**src/rtl/cmp_map.vh**
```
// Notes on behaviour
// (RL1) rise edge enable set: a 0 to 1 result change sets the irq flag.
// (RL2) fall edge enable set: a 1 to 0 result change sets the irq flag.
// (RL3) fall enable clear ignores falls; both enables set catch both directions.
// (RL4) pos select 00 dedicated pin, 01 dac output, 10 fixed reference.
// (RL5) comparator one only: pos select 11 picks the shared positive pin.
// (RL6) neg select 00..11 picks shared negative pin 0..3.
// (RL7) comparator two: pos select 11 reserved, positive node left unconnected.
// (RL8) mirror register: bit1 result two, bit0 result one, rest zero.
`ifndef CMP_MAP_VH
`define CMP_MAP_VH

`define CMP_ADDR_W        3
`define CMP_ADDR_CTRL1    3'h0
`define CMP_ADDR_CTRL2    3'h1
`define CMP_ADDR_MIRROR   3'h2
`define CMP_ADDR_STATUS   3'h3
`define CMP_ADDR_MASK     3'h4

`define CMP_CTRL_RESET    8'h00
`define CMP_CTRL_WMASK    8'hF3
`define CMP_BIT_RISE_EN   7
`define CMP_BIT_FALL_EN   6
`define CMP_POS_HI        5
`define CMP_POS_LO        4
`define CMP_NEG_HI        1
`define CMP_NEG_LO        0

`define CMP_SEL_DEDICATED 2'h0
`define CMP_SEL_DAC       2'h1
`define CMP_SEL_FIXED_REF 2'h2
`define CMP_SEL_SHARED    2'h3

`define CMP_NUM           2

`endif

```
**src/rtl/cmp_ctrl.v**
```verilog
// Decided for this implementation: the strobed register port and the register offsets.
`timescale 1ns/10ps
`default_nettype none
`include "cmp_map.vh"
module cmp_ctrl (
  input  wire                   REF_CLK,
  input  wire                   RESET,
  input  wire [`CMP_ADDR_W-1:0] ADDR,
  input  wire [7:0]             WR_DATA,
  input  wire                   WR_EN,
  input  wire                   RD_EN,
  output reg  [7:0]             RD_DATA,
  input  wire                   COMPARATOR_RESULT_ONE,
  input  wire                   COMPARATOR_RESULT_TWO,
  output reg  [3:0]             POS_NODE_SEL_ONE,
  output reg  [3:0]             POS_NODE_SEL_TWO,
  output reg  [3:0]             NEG_NODE_SEL_ONE,
  output reg  [3:0]             NEG_NODE_SEL_TWO,
  output reg  [1:0]             COMPARATOR_IRQ_FLAG,
  output reg                    IRQ
);

  // one-hot switch enables for the positive node
  function [3:0] pos_decode;
    input [1:0] sel;
    input       shared_ok;
    begin
      case (sel)
        `CMP_SEL_DEDICATED: pos_decode = 4'h1; // RL4
        `CMP_SEL_DAC:       pos_decode = 4'h2; // RL4
        `CMP_SEL_FIXED_REF: pos_decode = 4'h4; // RL4
        `CMP_SEL_SHARED:    pos_decode = shared_ok ? 4'h8 : 4'h0; // RL5 RL7
        default:            pos_decode = 4'h0;
      endcase
    end
  endfunction

  // one-hot switch enables for the negative node
  function [3:0] neg_decode;
    input [1:0] sel;
    begin
      case (sel)
        2'h0:    neg_decode = 4'h1; // RL6
        2'h1:    neg_decode = 4'h2; // RL6
        2'h2:    neg_decode = 4'h4; // RL6
        2'h3:    neg_decode = 4'h8; // RL6
        default: neg_decode = 4'h0;
      endcase
    end
  endfunction

  wire [8*`CMP_NUM-1:0] ctrl_all;
  wire [7:0]            ctrl_one;
  wire [7:0]            ctrl_two;
  reg  [`CMP_NUM-1:0]   status_r;
  reg  [`CMP_NUM-1:0]   status_nxt;
  reg  [`CMP_NUM-1:0]   mask_r;
  reg  [`CMP_NUM-1:0]   mask_nxt;
  reg  [7:0]            rd_nxt;
  reg  [3:0]            pos_one_nxt;
  reg  [3:0]            pos_two_nxt;
  reg  [3:0]            neg_one_nxt;
  reg  [3:0]            neg_two_nxt;
  reg  [`CMP_NUM-1:0]   flag_nxt;
  reg                   irq_nxt;
  wire [`CMP_NUM-1:0]   result;
  wire [`CMP_NUM-1:0]   edge_hit;
  wire [`CMP_NUM-1:0]   clr_bits;
  wire                  wr_status;
  wire                  wr_mask;

  assign result    = {COMPARATOR_RESULT_TWO, COMPARATOR_RESULT_ONE};
  assign wr_status = WR_EN & (ADDR == `CMP_ADDR_STATUS);
  assign wr_mask   = WR_EN & (ADDR == `CMP_ADDR_MASK);
  assign clr_bits  = wr_status ? WR_DATA[`CMP_NUM-1:0] : {`CMP_NUM{1'b0}};
  assign ctrl_one  = ctrl_all[7:0];
  assign ctrl_two  = ctrl_all[15:8];

  genvar g;
  generate
    for (g = 0; g < `CMP_NUM; g = g + 1) begin : g_cmp
      wire [`CMP_ADDR_W-1:0] my_addr;
      wire                   wr_mine;
      reg  [7:0]             ctrl_r;
      reg  [7:0]             ctrl_nxt;

      assign my_addr            = (g == 0) ? `CMP_ADDR_CTRL1 : `CMP_ADDR_CTRL2;
      assign wr_mine            = WR_EN & (ADDR == my_addr);
      assign ctrl_all[8*g +: 8] = ctrl_r;

      // control register, bits 3-2 stay zero
      always @* begin
        ctrl_nxt = ctrl_r;
        if (wr_mine) begin
          ctrl_nxt = WR_DATA & `CMP_CTRL_WMASK;
        end
      end

      always @(posedge REF_CLK) begin
        if (RESET) begin
          ctrl_r <= `CMP_CTRL_RESET;
        end else begin
          ctrl_r <= ctrl_nxt;
        end
      end

      cmp_edge u_edge (
        .clk        (REF_CLK),
        .rst        (RESET),
        .result     (result[g]),
        .rise_en    (ctrl_r[`CMP_BIT_RISE_EN]),
        .fall_en    (ctrl_r[`CMP_BIT_FALL_EN]),
        .edge_pulse (edge_hit[g])
      );
    end
  endgenerate

  // set wins over write-one-to-clear
  always @* begin
    status_nxt = (status_r & ~clr_bits) | edge_hit; // RL1 RL2
  end

  always @* begin
    mask_nxt = mask_r;
    if (wr_mask) begin
      mask_nxt = WR_DATA[`CMP_NUM-1:0];
    end
  end

  always @* begin
    rd_nxt = 8'h00;
    if (RD_EN) begin
      case (ADDR)
        `CMP_ADDR_CTRL1:  rd_nxt = ctrl_one;
        `CMP_ADDR_CTRL2:  rd_nxt = ctrl_two;
        `CMP_ADDR_MIRROR: rd_nxt = {6'h00, result}; // RL8
        `CMP_ADDR_STATUS: rd_nxt = {6'h00, status_r};
        `CMP_ADDR_MASK:   rd_nxt = {6'h00, mask_r};
        default:          rd_nxt = 8'h00;
      endcase
    end
  end

  // switch enables follow the control fields
  always @* begin
    pos_one_nxt = pos_decode(ctrl_one[`CMP_POS_HI:`CMP_POS_LO], 1'b1); // RL5
    pos_two_nxt = pos_decode(ctrl_two[`CMP_POS_HI:`CMP_POS_LO], 1'b0); // RL7
    neg_one_nxt = neg_decode(ctrl_one[`CMP_NEG_HI:`CMP_NEG_LO]); // RL6
    neg_two_nxt = neg_decode(ctrl_two[`CMP_NEG_HI:`CMP_NEG_LO]); // RL6
  end

  // flag copy and masked level
  always @* begin
    flag_nxt = status_r;
    irq_nxt  = |(status_r & mask_r);
  end

  always @(posedge REF_CLK) begin
    if (RESET) begin
      status_r <= {`CMP_NUM{1'b0}};
    end else begin
      status_r <= status_nxt;
    end
  end

  always @(posedge REF_CLK) begin
    if (RESET) begin
      mask_r <= {`CMP_NUM{1'b0}};
    end else begin
      mask_r <= mask_nxt;
    end
  end

  always @(posedge REF_CLK) begin
    if (RESET) begin
      RD_DATA <= 8'h00;
    end else begin
      RD_DATA <= rd_nxt;
    end
  end

  always @(posedge REF_CLK) begin
    if (RESET) begin
      POS_NODE_SEL_ONE <= 4'h0;
    end else begin
      POS_NODE_SEL_ONE <= pos_one_nxt;
    end
  end

  always @(posedge REF_CLK) begin
    if (RESET) begin
      POS_NODE_SEL_TWO <= 4'h0;
    end else begin
      POS_NODE_SEL_TWO <= pos_two_nxt;
    end
  end

  always @(posedge REF_CLK) begin
    if (RESET) begin
      NEG_NODE_SEL_ONE <= 4'h0;
    end else begin
      NEG_NODE_SEL_ONE <= neg_one_nxt;
    end
  end

  always @(posedge REF_CLK) begin
    if (RESET) begin
      NEG_NODE_SEL_TWO <= 4'h0;
    end else begin
      NEG_NODE_SEL_TWO <= neg_two_nxt;
    end
  end

  always @(posedge REF_CLK) begin
    if (RESET) begin
      COMPARATOR_IRQ_FLAG <= {`CMP_NUM{1'b0}};
    end else begin
      COMPARATOR_IRQ_FLAG <= flag_nxt;
    end
  end

  always @(posedge REF_CLK) begin
    if (RESET) begin
      IRQ <= 1'b0;
    end else begin
      IRQ <= irq_nxt;
    end
  end

endmodule
`default_nettype wire

```
**src/rtl/cmp_edge.v**
```verilog
`timescale 1ns/10ps
`default_nettype none
module cmp_edge (
  input  wire clk,
  input  wire rst,
  input  wire result,
  input  wire rise_en,
  input  wire fall_en,
  output reg  edge_pulse
);

  reg prev_r;
  reg primed_r;
  wire rise;
  wire fall;

  assign rise = primed_r & ~prev_r & result;
  assign fall = primed_r & prev_r & ~result;

  // first sample after reset only primes the history
  always @(posedge clk) begin
    if (rst) begin
      prev_r     <= 1'b0;
      primed_r   <= 1'b0;
      edge_pulse <= 1'b0;
    end else begin
      prev_r     <= result;
      primed_r   <= 1'b1;
      edge_pulse <= (rise & rise_en) | (fall & fall_en); // RL1 RL2 RL3
    end
  end

endmodule
`default_nettype wire

```
**config.mk**
```make
export PLATFORM = sky130hd
export DESIGN_NAME = cmp_ctrl
export DESIGN_NICKNAME = d
export VERILOG_FILES = /design/src/rtl/cmp_ctrl.v /design/src/rtl/cmp_edge.v
export VERILOG_INCLUDE_DIRS = /design/src /design/src/rtl
export SDC_FILE = /design/constraint.sdc
export NUM_CORES = 1
export LEC_CHECK = 0
export BUFFER_PORTS_ARGS = -buffer_cell sky130_fd_sc_hd__buf_2
export CAP_MARGIN = 25
export CORE_MARGIN = 3
export CORE_UTILIZATION = 25
export CTS_CLUSTER_SIZE = 20
export DETAILED_ROUTE_END_ITERATION = 10
export PLACE_DENSITY_LB_ADDON = 0.2
export SYNTH_ARGS = -nofsm -noshare
export SYNTH_HDL_FRONTEND = slang
export SYNTH_SLANG_ARGS = --single-unit
```
**constraint.sdc**
```tcl
create_clock -name REF_CLK -period 1.68 [get_ports REF_CLK]
set_input_delay 0.336 -clock REF_CLK [delete_from_list [all_inputs] [get_ports REF_CLK]]
set_output_delay 0.336 -clock REF_CLK [all_outputs]
set_load 0.1 [all_outputs]
```
==> metrics.yaml <==
status: "finished, final reports clean"
dp.cells: 256
required_ps: 1340
postCtsHoldBufs: 0
cts_setup_buffers: 0
wl_met1_um: 1630
final_common_cell: "dfxtp_1"
dr_wl_met2_um: 1460
min_period_over_period_pct: 81.5
max-clock-path-buffers: 2
startpoint: "RD_DATA[7]"
synth_largest_area_cell: "dfxtp_1"
rsz0062_at_grt: "no"
regToRegSetupSlack_ps: 730
drt-pass1-iter-count: 3
cp-end-kind: "primary output"
clkTransAtPathRegs_ps: 80
ys_async_sr_fraction_pct: 0
reg2reg_depth: 3
die-height_um: 86.7
final_cell_mix: "dfxtp_1, buf_2, nor2_1"
cts-resized-gates: 0
wl_per_cell_um: 12.6
io_pins: 44
tritoncts: "yes"
grt_pass1_wl_um: 5460
crit_chain: "buf_2"
setup_violations: 0
vias: 1138
routed_via_density: 4.31
synthFlopType: "dfxtp_1"
antenna_found_initial: 0
num_rows: 28
top_layer: "met4"
htree_num_levels: 2
die_area_um2: 7520
syn_inst: 148
initial_core_util_pct: 26.6
crit_path_max_fanout: 1
fill_cells: 637
diodes: 0
cts.sinks: 45
cts-root-buf: "clkbuf_8"
synth-seq-area-share_pct: 55.3
synth_cell_types: 28
hold_viol_final: 0
cp-start-kind: "flip-flop"
place_congestion: 0.712
netlist.area_leader.share_pct: 55.3
r2r_start: "ctrl_one[1]"
ant_nets: 0
synth.avg_cell_area_um2: 11.0
leakagePower_nw: 0.824
setup_tns_ps: 0
clock.fmax_ghz: 0.731
hold_class: "input pin to flip-flop"
clock_skew_ps: 8.11
clk_latency_ps: 290
synth-edff-count: 0
cp_num_buf_inv: 1
vdd_drop_max_v: 0.000525
critPathKind: "flip-flop to primary output"
first_iter_violations: 38
path_depth: 1
min_period_ps: 1370
wl_met3_um: 192
grtUsageTotal_pct: 9.53
synth_area_um2: 1630
cp_slowest_cell: "buf_2"
max_stage_delay_ps: 420
grt_overflow: 0
drv_slew: 0
grt_max_degree: 22
r2r-end: "RD_DATA[1]"
layoutNonFillerInstCount: 264
core-area_um2: 6130
grt_pass1_vias: 1085
die_x_um: 86.7
crit_path_end: "RD_DATA[7]"
maxCapViolCount: 0
drc_errors: 0
yosys_register_bits: 45
drt_wl_total_um: 3340
port_buffers: 38
nets: 205
cp_top_family: "buffers and inverters"
pwr_density_cell_nw_per_um2: 1080
final_layout_size_suffix_gt1_share_pct: 29.6
post-dp-hpwl_um: 2450
yosys-top-cells-area: "dfxtp_1, mux2i_1, nor2_1"
cts_buffers: 5
syn2layout_area_growth_pct: 22.3
ys_warn_count: 0
worstPathArrival_ps: 1030
## Yosys cell counts (all sizes together), types with 2 or more instances
cell,n
dfxtp,45
nor2,19
mux2i,18
buf,8
nand3b,8
nor3b,8
a21oi,6
nor2b,5
nor3,4
and3,3
clkbuf,3
nor4b,3
a21boi,2
a21o,2
and4bb,2
mux2,2
nand3,2
o21a,2
## state kept, by name, indices dropped and copies added (netlist names), 2 cells and up
register,count
ctrl_one,6
ctrl_two,6
POS_NODE_SEL_ONE,4
NEG_NODE_SEL_ONE,4
g_cmp.u_edge.prev_r,2
flag_nxt,2
COMPARATOR_IRQ_FLAG,2
NEG_NODE_SEL_TWO,4
POS_NODE_SEL_TWO,3
mask_r,2
RD_DATA,6
g_cmp.u_edge.edge_pulse,2
## worst min path at each step
stage,startpoint,to,cells past startpoint
CTS,WR_DATA[6],ctrl_two[6],3
global route,WR_DATA[4],ctrl_two[4],3
detailed placement,g_cmp[1].u_edge.edge_pulse,flag_nxt[1],1
floorplan,g_cmp[0].u_edge.edge_pulse,flag_nxt[0],1
finish,WR_DATA[6],ctrl_two[6],3
global placement,g_cmp[0].u_edge.edge_pulse,flag_nxt[0],1
## worst min-delay path, delay by kind of cell
| kind | cells | cell delay [ps] |
|---|---|---|
| buf+inv | 1 | 90 |
| mux | 1 | 60 |
| simple gates | 1 | 70 |
## layout make-up
| type | count | area, µm² | share of cell area [%] |
|---|---|---|---|
| Clock buffer | 7 | 86.3 | 4.33 |
| Sequential cell | 45 | 901 | 45.2 |
| Multi-Input combinational cell | 93 | 657 | 33.0 |
| Tap cell | 75 | 93.8 | 4.71 |
| Clock inverter | 1 | 30.0 | 1.51 |
| Inverter | 1 | 3.75 | 0.188 |
| Timing Repair Buffer | 42 | 220 | 11.1 |
## per-stage QoR
step / total power [mW] / setup WS, ps / instance area, µm² / hold WS [ps] / util [%]
floorplan: 1.30 / 351 / 1640 / 418 / -
global placement: 1.34 / 235 / 1880 / 423 / 30.6
detailed placement: 1.34 / 233 / 1880 / 433 / 30.6
CTS: 2.18 / 291 / 1990 / 294 / 32.5
global route: 2.23 / 264 / 1990 / 303 / 32.5
finish: 2.14 / 311 / 1990 / 298 / 32.5
## cell families after synthesis
kind of cell | count (synthesis) | share of synthesized area (%)
compound gates | 14 | 5.61
buf+inv | 12 | 4.84
flops | 45 | 55.3
mux | 20 | 12.4
other cells | 1 | 0.230
simple gates | 56 | 21.6
## power by group
part           internal, mW  total [mW]  switching [mW]  leakage (nW)
logic                0.0531       0.217           0.164         0.400
clock network         0.485       0.830           0.345        0.0585
registers              1.09        1.10          0.0115         0.366
## metal layers
layer  up-vias  global-route usage [%]
met4         0                    3.82
met3         4                    3.33
met1       527                    12.8
met2        27                    14.0
li1        580                       -
met5         -                       0
Note: power is estimated with default switching activity, not from simulation.
